===== src/hdl/actr_regs.svh =====
`ifndef ACTR_REGS_SVH
`define ACTR_REGS_SVH
// register indices on the 8-bit port
`define ACTR_OFS_MAIN        3'h0
`define ACTR_OFS_FMT         3'h1
`define ACTR_OFS_TRIG        3'h2
`define ACTR_OFS_RESH        3'h3
`define ACTR_OFS_RESL        3'h4
`define ACTR_OFS_PIR         3'h5
// field positions
`define ACTR_TRIG_MSB        7
`define ACTR_TRIG_LSB        4
`define ACTR_MAIN_GO         1
`define ACTR_MAIN_EN         0
`define ACTR_FMT_JUSTIFY     7
`define ACTR_PIR_IRQ         0
// reset values and write masks
`define ACTR_TRIG_RST        8'h00
`define ACTR_TRIG_MASK       8'hf0
// busy bit masked: software starts only beside the enable bit
`define ACTR_MAIN_MASK       8'h7d
`define ACTR_FMT_MASK        8'hf7
`define ACTR_MAIN_RST        8'h00
`define ACTR_FMT_RST         8'h00
// conversion length in clock cycles
`define ACTR_CONV_CYCLES     16'd44
`endif


===== src/hdl/actr_pkg.sv =====
package actr_pkg;
	typedef struct packed {
		logic       capture_unit_1;
		logic       capture_unit_2;
		logic       tmr0_wrap;
		logic       tmr1_wrap;
		logic       tmr2_period;
		logic       tmr4_period;
		logic       tmr6_period;
		logic       cmp1_synced;
		logic       cmp2_synced;
		logic [3:0] logic_cell;
	} actr_events_t;
	typedef struct packed {
		logic [2:0] addr;
		logic [7:0] wdata;
		logic       wr;
		logic       rd;
	} actr_bus_t;
	typedef enum logic [3:0] {
		TRIG_NONE, TRIG_CAPTURE_UNIT_1, TRIG_CAPTURE_UNIT_2, TRIG_T0, TRIG_T1, TRIG_T2,
		TRIG_C1, TRIG_C2, TRIG_LC1, TRIG_LC2, TRIG_LC3, TRIG_LC4,
		TRIG_T4, TRIG_T6, TRIG_RSV0, TRIG_RSV1
	} actr_trig_t;
	typedef enum logic [1:0] {
		CONV_IDLE, CONV_RUN, CONV_LOAD
	} actr_conv_t;
endpackage


===== src/hdl/actr_edge_sel.sv =====
`timescale 1ns/100ps
// picks one event by code and pulses on its rising edge
module actr_edge_sel
	import actr_pkg::*;
(
	input  wire logic         clock_in,
	input  wire logic         rst_n_in,
	input  wire actr_pkg::actr_events_t events_in,
	input  wire logic [3:0]   sel_in,
	output logic              edge_out
);
	import actr_pkg::*;

	// ----------------------------------------
	// source mux
	// ----------------------------------------
	function automatic logic pick(input actr_events_t e, input logic [3:0] s);
		case (actr_trig_t'(s))
			TRIG_CAPTURE_UNIT_1: pick = e.capture_unit_1;
			TRIG_CAPTURE_UNIT_2: pick = e.capture_unit_2;
			TRIG_T0:   pick = e.tmr0_wrap;
			TRIG_T1:   pick = e.tmr1_wrap;
			TRIG_T2:   pick = e.tmr2_period;
			TRIG_C1:   pick = e.cmp1_synced;
			TRIG_C2:   pick = e.cmp2_synced;
			TRIG_LC1:  pick = e.logic_cell[0];
			TRIG_LC2:  pick = e.logic_cell[1];
			TRIG_LC3:  pick = e.logic_cell[2];
			TRIG_LC4:  pick = e.logic_cell[3];
			TRIG_T4:   pick = e.tmr4_period;
			TRIG_T6:   pick = e.tmr6_period;
			default:   pick = 1'b0; // none and reserved codes never fire
		endcase
	endfunction

	wire logic selected = pick(events_in, sel_in);
	logic      last;

	// ----------------------------------------
	// edge detect
	// ----------------------------------------
	// a code change resets the history so the new source's level is not an edge
	logic [3:0] last_code;
	always_ff @(posedge clock_in or negedge rst_n_in)
	begin
		if (!rst_n_in)
		begin
			last      <= 1'b0;
			last_code <= 4'h0;
			edge_out  <= 1'b0;
		end
		else
		begin
			last      <= selected;
			last_code <= sel_in;
			edge_out  <= selected && !last && (last_code == sel_in);
		end
	end
endmodule


===== src/hdl/actr_top.sv =====
// Added by the designer: the register offsets and strobed register access.
`timescale 1ns/100ps
`include "actr_regs.svh"
//
// Contract
// - trigger code sits in bits 7..4 of the trigger select register
// - code 0 starts nothing; 1 and 2 pick capture units 1 and 2
// - code 3 picks timer0 wrap, code 4 timer1 wrap
// - codes 5, 12, 13 pick timer2, timer4, timer6 period events
// - codes 6 and 7 pick synced comparator 1 and 2 outputs
// - codes 8 to 11 pick logic cells 1 to 4
// - only a rising edge of the chosen source triggers
// - timer wrap used as trigger still sets the timer's own flag
// - low nibble of trigger select reads zero
// - trigger select resets to zero on every reset
// - left justified: high register holds result bits 9..2
// - left justified: low register holds bits 1..0 in bits 7..6
// - right justified: high register holds bits 9..8 in bits 1..0
// - right justified: low register holds result bits 7..0
// - result registers read/write, untouched by reset
// - held sample is never cleared between conversions
// - trigger edge sets the busy bit like a software start
// - busy bit clears at end; software set together with the enable bit starts a conversion
// - format bit 1 right, 0 left; unused bits load as zero
module actr_top
	import actr_pkg::*;
#(
	parameter logic [15:0] CONV_CYCLES = `ACTR_CONV_CYCLES
)
(
	input  wire logic         clock_in,
	input  wire logic         rst_n_in,
	input  wire actr_pkg::actr_bus_t    bus_in,
	output logic [7:0]        rdata_out,
	input  wire actr_pkg::actr_events_t events_in,
	input  wire logic [9:0]   sample_in,
	output logic [4:0]        channel_out,
	output logic              enable_out,
	output logic              busy_out,
	output logic              sample_hold_out,
	output logic              irq_flag_out,
	output logic              tmr0_flag_set_out,
	output logic              tmr1_flag_set_out
);
	import actr_pkg::*;

	// ----------------------------------------
	// registers
	// ----------------------------------------
	logic [7:0]  conv_trigger_select;
	logic [7:0]  conv_control_main;
	logic [7:0]  conv_control_format_clock;
	logic [7:0]  conv_result_high;
	logic [7:0]  conv_result_low;
	logic        conversion_irq_flag;
	logic [15:0] count;
	actr_conv_t  state;
	logic        trig_edge;
	logic        tmr0_last;
	logic        tmr1_last;

	// ----------------------------------------
	// decode
	// ----------------------------------------
	wire logic wr_main = bus_in.wr && bus_in.addr == `ACTR_OFS_MAIN;
	wire logic wr_fmt  = bus_in.wr && bus_in.addr == `ACTR_OFS_FMT;
	wire logic wr_trig = bus_in.wr && bus_in.addr == `ACTR_OFS_TRIG;
	wire logic wr_resh = bus_in.wr && bus_in.addr == `ACTR_OFS_RESH;
	wire logic wr_resl = bus_in.wr && bus_in.addr == `ACTR_OFS_RESL;
	wire logic wr_pir  = bus_in.wr && bus_in.addr == `ACTR_OFS_PIR;
	wire logic enabled = conv_control_main[`ACTR_MAIN_EN];
	wire logic busy    = conv_control_main[`ACTR_MAIN_GO];
	wire logic right_j = conv_control_format_clock[`ACTR_FMT_JUSTIFY];
	wire logic sw_go   = wr_main && bus_in.wdata[`ACTR_MAIN_GO];
	wire logic hw_go   = trig_edge && enabled;
	wire logic done    = state == CONV_LOAD;

	// unused bits are zero in the loaded result
	wire logic [7:0] load_high = right_j ? {6'h00, sample_in[9:8]}
	                                     : sample_in[9:2];
	wire logic [7:0] load_low  = right_j ? sample_in[7:0]
	                                     : {sample_in[1:0], 6'h00};

	wire logic [7:0] rd_mux =
		(bus_in.addr == `ACTR_OFS_MAIN) ? conv_control_main :
		(bus_in.addr == `ACTR_OFS_FMT)  ? conv_control_format_clock :
		(bus_in.addr == `ACTR_OFS_TRIG) ? (conv_trigger_select & `ACTR_TRIG_MASK) :
		(bus_in.addr == `ACTR_OFS_RESH) ? conv_result_high :
		(bus_in.addr == `ACTR_OFS_RESL) ? conv_result_low :
		(bus_in.addr == `ACTR_OFS_PIR)  ? {7'h00, conversion_irq_flag} :
		8'h00;

	// ----------------------------------------
	// trigger selection and edge
	// ----------------------------------------
	actr_edge_sel u_edge
	(
		.clock_in  (clock_in),
		.rst_n_in  (rst_n_in),
		.events_in (events_in),
		.sel_in    (conv_trigger_select[`ACTR_TRIG_MSB:`ACTR_TRIG_LSB]),
		.edge_out  (trig_edge)
	);

	// ----------------------------------------
	// control registers
	// ----------------------------------------
	always_ff @(posedge clock_in or negedge rst_n_in)
	begin
		if (!rst_n_in)
			conv_trigger_select <= `ACTR_TRIG_RST;
		else if (wr_trig)
			conv_trigger_select <= bus_in.wdata & `ACTR_TRIG_MASK;
	end

	always_ff @(posedge clock_in or negedge rst_n_in)
	begin
		if (!rst_n_in)
			conv_control_format_clock <= `ACTR_FMT_RST;
		else if (wr_fmt)
			conv_control_format_clock <= bus_in.wdata & `ACTR_FMT_MASK;
	end

	// software cannot clear a running conversion's busy bit by writing zero
	always_ff @(posedge clock_in or negedge rst_n_in)
	begin
		if (!rst_n_in)
			conv_control_main <= `ACTR_MAIN_RST;
		else
		begin
			if (wr_main)
				conv_control_main <= (bus_in.wdata & `ACTR_MAIN_MASK) | {6'h00, busy, 1'b0};
			if (hw_go || (sw_go && bus_in.wdata[`ACTR_MAIN_EN]))
				conv_control_main[`ACTR_MAIN_GO] <= 1'b1;
			else if (done)
				conv_control_main[`ACTR_MAIN_GO] <= 1'b0;
		end
	end

	// ----------------------------------------
	// conversion sequencer
	// ----------------------------------------
	always_ff @(posedge clock_in or negedge rst_n_in)
	begin
		if (!rst_n_in)
		begin
			state <= CONV_IDLE;
			count <= 16'h0000;
		end
		else
		begin
			case (state)
				CONV_IDLE:
					if (busy && enabled)
					begin
						state <= CONV_RUN;
						count <= CONV_CYCLES;
					end
				CONV_RUN:
					if (!enabled)
						state <= CONV_IDLE;
					else if (count <= 16'h0001)
						state <= CONV_LOAD;
					else
						count <= count - 16'h0001;
				CONV_LOAD:
					state <= CONV_IDLE;
				default:
					state <= CONV_IDLE;
			endcase
		end
	end

	// ----------------------------------------
	// result registers, no reset
	// ----------------------------------------
	// contents survive reset; hardware load wins over a same-cycle write
	always_ff @(posedge clock_in)
	begin
		if (done)
		begin
			conv_result_high <= load_high;
			conv_result_low  <= load_low;
		end
		else
		begin
			if (wr_resh)
				conv_result_high <= bus_in.wdata;
			if (wr_resl)
				conv_result_low <= bus_in.wdata;
		end
	end

	// ----------------------------------------
	// flags and outputs
	// ----------------------------------------
	always_ff @(posedge clock_in or negedge rst_n_in)
	begin
		if (!rst_n_in)
			conversion_irq_flag <= 1'b0;
		else if (done)
			conversion_irq_flag <= 1'b1;
		else if (wr_pir)
			conversion_irq_flag <= bus_in.wdata[`ACTR_PIR_IRQ];
	end

	always_ff @(posedge clock_in or negedge rst_n_in)
	begin
		if (!rst_n_in)
		begin
			rdata_out         <= 8'h00;
			channel_out       <= 5'h00;
			enable_out        <= 1'b0;
			busy_out          <= 1'b0;
			sample_hold_out   <= 1'b0;
			irq_flag_out      <= 1'b0;
			tmr0_last         <= 1'b0;
			tmr1_last         <= 1'b0;
			tmr0_flag_set_out <= 1'b0;
			tmr1_flag_set_out <= 1'b0;
		end
		else
		begin
			rdata_out         <= bus_in.rd ? rd_mux : 8'h00;
			channel_out       <= conv_control_main[6:2];
			enable_out        <= enabled;
			busy_out          <= busy;
			// hold asserted while converting; no discharge phase between
			sample_hold_out   <= state == CONV_RUN;
			irq_flag_out      <= conversion_irq_flag;
			tmr0_last         <= events_in.tmr0_wrap;
			tmr1_last         <= events_in.tmr1_wrap;
			// timer flags are raised whatever the trigger selection
			tmr0_flag_set_out <= events_in.tmr0_wrap && !tmr0_last;
			tmr1_flag_set_out <= events_in.tmr1_wrap && !tmr1_last;
		end
	end
endmodule


===== config.mk =====
export PLATFORM = sky130hd
export DESIGN_NAME = actr_top
export DESIGN_NICKNAME = d
export VERILOG_FILES = /design/src/hdl/actr_pkg.sv /design/src/hdl/actr_edge_sel.sv /design/src/hdl/actr_top.sv
export VERILOG_INCLUDE_DIRS = /design/src /design/src/hdl
export SDC_FILE = /design/constraint.sdc
export NUM_CORES = 1
export LEC_CHECK = 0
export ABC_AREA = 1
export BUFFER_PORTS_ARGS = -buffer_cell sky130_fd_sc_hd__clkbuf_2
export CORE_UTILIZATION = 40
export CTS_BUF_LIST = sky130_fd_sc_hd__clkbuf_4 sky130_fd_sc_hd__clkbuf_8
export DETAILED_ROUTE_END_ITERATION = 8
export SYNTH_ARGS = -nofsm -noshare
export SYNTH_HDL_FRONTEND = slang
export SYNTH_HIERARCHICAL = 1
export SYNTH_SLANG_ARGS = --single-unit

===== constraint.sdc =====
create_clock -name clock_in -period 4.81 [get_ports clock_in]
set_clock_uncertainty 0.1 [all_clocks]
set_input_delay 0.962 -clock clock_in [delete_from_list [all_inputs] [get_ports clock_in]]
set_output_delay 0.962 -clock clock_in [all_outputs]
set_load 0.05 [all_outputs]

# Word level (Yosys, flattened, before mapping)
# Index checks and enable logic that the tools add are counted.
[op_classes]
add_sub_neg = 1
n_lt_le_gt_ge = 1
bitwise_logic = 1
n_reduce_logical = 27
eq_ne = 25
muxes = 27
[op_table]
columns = ["cell", "n"]
rows = [
  ["2-to-1 mux 8 bit", 12],
  ["2-to-1 mux 16 bit", 3],
  ["case mux 16 bit (2 select lines)", 1],
  ["== test 4 bit, second input constant", 6],
  ["== test 4 x 3 -> 1 bit, second input constant", 4],
  ["<= comparator 16 x 1 -> 1 bit, second input constant", 1],
  ["subtractor 16 x 1 -> 16 bit, second input constant", 1],
  ["logical AND 1 bit", 14],
  ["case mux 1 bit (13 select lines)", 1],
  ["== test 4 x 2 -> 1 bit, second input constant", 2],
  ["2-to-1 mux 2 bit", 4],
  ["nonzero test 2 bit", 4],
  ["bitwise OR 7 x 2 -> 7 bit", 1],
  ["== test 3 x 2 -> 1 bit, second input constant", 2],
  ["== test 3 bit, second input constant", 2],
  ["inequality test 2 bit, second input constant", 3],
  ["2-to-1 mux 1 bit", 5],
  ["== test 4 x 1 -> 1 bit, second input constant", 1],
  ["== test 4 bit", 1],
  ["case mux 2 bit (2 select lines)", 1],
  ["AND reduction 4 bit", 1],
  ["== test 3 x 1 -> 1 bit, second input constant", 1],
  ["zero test 1 bit", 3],
  ["zero test 3 bit", 1],
  ["7 further kinds", 7],
]
[totals]
register_bits = 80
input_bits = 38
elab_cells = 104
out_inout_bits = 19

# Logic depth before layout (Yosys ltp)
# Gate-level depths: netlist (run 1).
[depth]
word_depth = 8
ltp_mapped = 9
depth_no_buf = 9

# Cells and area by module
# The synthesis (run 1) kept the hierarchy.
[by_module_without_submodules]
columns = ["module", "instances", "area_per_inst_um2", "seq_area_each_um2", "cells_each"]
rows = [
  ["actr_top", 1, 3495.9, 1931.9, 404],
  ["actr_edge_sel", 1, 417.9, 150.1, 54],
]

# Worst setup path after synthesis (run 1)
# No wires, ideal clock.
[synth_timing]
kind = "input-to-reg"
from = "in bus_in[12] in the netlist's numbering"
to = "reg conv_result_high[0], enable pin"
path_buffers = 0
slack_ps = 2468
required_ps = 4326
cell_stages = 3
t_arrival_ps = 1858
setup_ps = 384
path_cell_list = "inv_2 -> nand3_1 -> o21ai_0"
[synth_between]
elab_chain_cells = 3
[synth_rtl]
columns = ["item", "line", "text"]
rows = [
  ["start, declared", "actr_top.sv:33", "input wire actr_pkg::actr_bus_t bus_in,"],
  ["== test 3 x 2 -> 1 bit (no line)", "--", ""],
  ["logical AND 1 bit (no line)", "--", ""],
  ["nonzero test 2 bit (no line)", "--", ""],
  ["end signal, assigned", "actr_top.sv:182", "conv_result_high <= load_high;"],
  ["end signal, assigned", "actr_top.sv:188", "conv_result_high <= bus_in.wdata;"],
  ["end, declared", "actr_top.sv:53", "logic [7:0] conv_result_high;"],
]
# Every way passes these cells.
# A chain may end at the register's enable or synchronous reset.

# Final worst setup path (run 1)
[layout_timing]
from = "in bus_in[12] in the netlist's numbering"
to = "reg conv_result_high[1], enable pin"
# Same word-level chain as after synthesis.

==> results.toml, run 1 <==
[route]
firstDrtPassIters = 4
drc = 0
drtIter0Drc = 150
totalWireLength_um = 8620
routed_via_density = 4.85
wl_per_cell_um = 13.3
routed-via-count = 3152
ant_nets = 0

[sta]
tns_ps = 0
fmax_mhz = 407
slew_viol_final = 0
whs_ps = 292
finalSetupViolations = 0
fin_crit_ps = 2450
fin_crit_sh = 0.510
hold_violations = 0
grt_setup_unrepaired = "no"
slew_headroom = 0.294
worst_pin_slew_ps = 1050
setup_slack_ps = 2360

[floorplan]
io_pins = 57
rows = 35
coreArea_um2 = 9370
start_util = 0.418
fp.dieW_um = 101
dieArea_um2 = 10200
die_y_um = 101

[grt]
antenna_found_initial = 0
grt_pass1_vias = 2982
grt_start_max_net_pins = 43
grtUsageTotal = 0.191
grt_overflow_total = 0
grt_pass1_wl_um = 14900

[worst_setup_path]
reg2reg_slack_ps = 2640
rr_startpoint = "state[0]"
cp.required_ps = 4690
worst-r2r-cell-count = 3
cp_max_fo = 10
worstReg2RegEnd = "conv_result_low[3]"
cp_num_cells = 4
setup.worst_path.start = "bus_in[12]"
crit_buf_inv = 2
path_class = "input pin to flop"
crit_chain = "clkbuf_2 > inv_2 > nand3_1 > o21ai_0"
crit_path_top_delay_cell = "o21ai_0"
cp-start-kind = "input pin"
cp_top_family = "compound AO/OA/AOI/OAI gates"
slowest_delay_ps = 840
crit_end = "conv_result_high[1]"
end_kind = "flop"
arrival_ps = 2330

[synth]
synth_warnings = 6
yosysSeqAreaShare = 0.532
syn_inst = 458
synth_cell_type_count = 32
syn-mean-instance-area_um2 = 8.55
netlist_area_um2 = 3910
synth_fp_nets = 498
synth-seq-cells = 80

[cells_and_area]
antenna_cells = 0
drive_gt1_frac = 0.205
num-nets-final = 556
area_growth_pct = 15.2

[cts]
cts_resized = 0
worstSkewPairLatency_ps = 350
clockBufferDepth = 2
cts_buffers = 9
ctsHoldBuffers = 0
htreeDepth = 3
clkTransAtPathRegs_ps = 80
cts_tree = "yes"
post_cts_buffers = 0
clock_sinks = 80
cts-root-buf = "clkbuf_8"

[placement]
dp_hpwl_um = 6440
gp_congestion = 0.965
dpl_worst_slack_ps = 1990
port_buffers = 56

[power]
leakage_nw = 2.24
p_per_area_nw_per_um2 = 495
worst_ir_drop_vdd_v = 0.000312

[outcome]
outcome = "completed"

[worst_hold_path]
hp-class = "flop to flop"
holdPathStages = 1

[job]
cap_violations = 0
worst min-delay path by stage:
stage	start	to	slack, ps
6_report	tmr0_last	tmr0_flag_set_out	290
5_1_grt	tmr0_last	tmr0_flag_set_out	320
3_3_place_gp	tmr0_last	tmr0_flag_set_out	280
3_5_place_dp	tmr0_last	tmr0_flag_set_out	290
2_1_floorplan	conv_control_main[4]	channel_out[2]	270
4_1_cts	tmr0_last	tmr0_flag_set_out	300
layout by cell type, fill, tap and decap left out, types with 3 or more instances in the layout:
cell type / Yosys / final
nand2_1: 123 / 123
dfrtp_1: 64 / 64
clkbuf_2: 0 / 56
inv_1: 44 / 44
nand3_1: 38 / 38
nor2_1: 35 / 35
o21ai_0: 32 / 32
a21oi_1: 16 / 16
o21ai_1: 16 / 16
edfxtp_1: 16 / 16
clkbuf_8: 0 / 11
o31ai_1: 8 / 8
inv_2: 6 / 6
nand2_2: 6 / 6
nor2_2: 6 / 6
o211ai_1: 5 / 5
xor2_1: 5 / 5
nor2_4: 4 / 4
nand4_1: 4 / 4
o21ai_2: 3 / 3
a21oi_2: 3 / 3
synth_stat cells:
master    number  area share
nand3_1       38       0.049
nand4_1        4      0.0064
o211ai_1       5      0.0096
edfxtp_1      16        0.12
or2_1          1      0.0016
clkbuf_1       3      0.0029
inv_2          6      0.0058
a21oi_1       16       0.020
xnor2_1        2      0.0045
inv_4          2      0.0032
o21ai_2        3      0.0067
or2_2          1      0.0016
dfrtp_1       64        0.41
o211ai_2       1      0.0032
a21oi_2        3      0.0067
nor2_4         4       0.012
xor2_1         5       0.011
nand3_2        2      0.0051
ha_1           2      0.0064
clkinv_1       1     0.00096
buf_2          1      0.0013
o31ai_1        8       0.015
o22ai_1        1      0.0016
nand2_1      123        0.12
nor2_2         6      0.0096
o21a_1         1      0.0019
nor2_1        35       0.034
o21ai_1       16       0.020
inv_1         44       0.042
o21ai_0       32       0.041
buf_6          6       0.017
nand2_2        6      0.0096
per-stage QoR:
| step | util | cells | cell area [µm²] | total power, mW |
|---|---|---|---|---|
| final | 0.481 | 650 | 4510 | 2.23 |
| after global placement | 0.457 | 634 | 4280 | 1.67 |
| after CTS | 0.481 | 650 | 4510 | 2.25 |
| after global routing | 0.481 | 650 | 4510 | 2.39 |
| after floorplan | - | 458 | 3910 | 1.51 |
| after detailed placement | 0.457 | 634 | 4280 | 1.68 |
routing by layer:
layer	routed length, µm	track usage	part of all wire
met5	0	0	0
met4	159	0.0769	0.018
met3	372	0.0291	0.043
met2	3970	0.305	0.46
met1	4120	0.263	0.48
flip-flops by register name (all words and copies together) (netlist names), 2 cells and up:
name,count
count,16
conv_control_format_clock,7
channel_out,5
conv_result_low,8
rdata_out,8
conv_result_high,8
u_edge/last_code,4
conv_trigger_select,4
state,2
conv_control_main,7
cell families (layout without fill, tap and decap cells):
kind of cell	Yosys count	after routing	synth area share
AND/OR/NAND/NOR	220	220	0.246
AO/OA/AOI/OAI	86	86	0.127
flip-flops	80	80	0.532
buffers and inverters	63	126	0.0735
XOR/XNOR	7	7	0.0157
adder cells (fa/ha/maj)	2	2	0.00639
report_power, final:
group	internal (mW)	switching (mW)
Combinational	0.209	0.498
Sequential	0.839	0.119
Clock	0.332	0.236
Total	1.38	0.852
final cells by class:
class / instances / area (µm²)
clock inverter: 3 / 65.1
timing repair buffer: 57 / 288
sequential: 80 / 2080
inverter: 53 / 204
multi-input combinational: 315 / 1540
tap: 129 / 161
clock buffer: 13 / 166
fill: 939 / 4860
No activity file was read; power rests on OpenSTA's default activity.
==> run 2, diff against run 1 <==
==> constraint.sdc (replaced) <==
create_clock -name clock_in -period 2.5 [get_ports clock_in]
set_clock_uncertainty 0.1 [all_clocks]
set_input_delay 0.5 -clock clock_in [delete_from_list [all_inputs] [get_ports clock_in]]
set_output_delay 0.5 -clock clock_in [all_outputs]
set_load 0.05 [all_outputs]
==> run 2 against run 1 <==
Net effect: clock power is 85% higher; non-clock buffer count is 3 higher; count of clock-buffer cells in the layout is 2 lower; first-iteration DRC count is 41% lower; highest routed layer unchanged; routed wire length is 0.60% lower.
==> results.toml, run 2 (same netlist as run 1, synthesis figures left out) <==
[worst_setup_path]
crit_end = "count[14]"
cp.required_ps = 2610
reg2reg_slack_ps = 700
path_class = "flop to flop"
setup.worst_path.start = "count[0]"
rr_startpoint = "count[0]"
arrival_ps = 1910
cp-start-kind = "flop"
worstReg2RegEnd = "count[14]"
cp_max_fo = 21
worst-r2r-cell-count = 7
end_kind = "flop"

[power]
worst_ir_drop_vdd_v = 0.000543
leakage_nw = 2.25
p_per_area_nw_per_um2 = 943

[grt]
grt_pass1_vias = 2955
grt_overflow_total = 0
grtUsageTotal = 0.186
antenna_found_initial = 0
grt_pass1_wl_um = 14500
grt_start_max_net_pins = 65

[route]
routed_via_density = 4.89
totalWireLength_um = 8570
firstDrtPassIters = 4
ant_nets = 0
drtIter0Drc = 89
routed-via-count = 3194
wl_per_cell_um = 13.1
drc = 0

[cts]
post_cts_buffers = 0
cts-root-buf = "clkbuf_8"
cts_buffers = 9
htreeDepth = 3
ctsHoldBuffers = 0
clock_sinks = 80
cts_resized = 0
worstSkewPairLatency_ps = 350
clockBufferDepth = 2
clkTransAtPathRegs_ps = 80
cts_tree = "yes"

[cells_and_area]
area_growth_pct = 15.9
layout_commonest_cell = "nand2_1"
largest-register = "count"
drive_gt1_frac = 0.210
largest_reg_flops = 16
num-nets-final = 559
stdcell_count = 653
final_cell_mix = "nand2_1, dfrtp_1, clkbuf_2"
fillCellCount = 925
antenna_cells = 0

[sta]
fmax_mhz = 556
finalSetupViolations = 0
fin_crit_sh = 0.720
fin_crit_ps = 1800
grt_setup_unrepaired = "no"
slew_headroom = 0.485
hold_violations = 0
slew_viol_final = 0
worst_pin_slew_ps = 770
tns_ps = 0

[floorplan]
die_y_um = 101
rows = 35
io_pins = 57
dieArea_um2 = 10200
start_util = 0.418
fp.dieW_um = 101
coreArea_um2 = 9370

[outcome]
outcome = "completed"

[placement]
dp_hpwl_um = 6220
port_buffers = 56
dp_cells = 637
gp_congestion = 0.854

[job]
cap_violations = 0

[worst_hold_path]
hp-class = "input pin to asynchronous set/reset pin"
## run 2: cell types whose count changed in the layout (fill, tap and decap cells not counted)
cell      previous run  this run
clkinv_4             0         2
clkbuf_8            11         9
buf_12               0         1
buf_4                1         3
## run 2: layout make-up
type	instances	area, µm²	share of cell area
Sequential cell	80	2080	0.459
Multi-Input combinational cell	315	1540	0.340
Timing Repair Buffer	60	323	0.0712
Inverter	53	204	0.0450
Tap cell	129	161	0.0356
Clock buffer	11	139	0.0306
Clock inverter	5	82.6	0.0182
## run 2: worst min path at each step
| stage | cells after the start | from | slack, ps | to |
|---|---|---|---|---|
| 3_3_place_gp | 1 | tmr0_last | 280 | tmr0_flag_set_out |
| 3_5_place_dp | 1 | tmr0_last | 280 | tmr0_flag_set_out |
| 2_1_floorplan | 0 | rst_n_in | 100 | busy_out |
| 6_report | 2 | rst_n_in | 60 | tmr1_flag_set_out |
| 5_1_grt | 2 | rst_n_in | 70 | tmr1_flag_set_out |
| 4_1_cts | 2 | rst_n_in | 60 | conv_trigger_select[6] |
## run 2: critical path, cell delays in order (launching register included)
cell and delay [ps]:
dfrtp_1 430, inv_1 100, ha_1 250, o21ai_0 100, nor2_1 120, nand3_1 100
nand2_2 310, o21ai_0 160
## run 2: stage by stage
stage	instance area (µm²)	util	setup slack, ps	total power [mW]	hold WS [ps]
2_1_floorplan	3910	-	620	2.91	104
4_1_cts	4540	0.484	681	4.31	64.4
3_3_place_gp	4310	0.460	729	3.24	279
3_5_place_dp	4310	0.460	683	3.25	284
5_1_grt	4540	0.484	445	4.60	71.5
6_report	4540	0.484	700	4.28	58.8
## run 2: metal layers
metal  wire length, µm  vias up  track usage  part of all wire
met5                 0        -            0                 0
met4               171        0       0.0780             0.020
met3               359       15       0.0305             0.042
met2              3790       77        0.281              0.44
met1              4240     1477        0.266              0.50
li1                  -     1625            -                 -
## run 2: power by group
part	switching, mW	internal, mW
sequential	0.232	1.61
clock	0.460	0.587
combinational	0.962	0.425
total	1.65	2.62
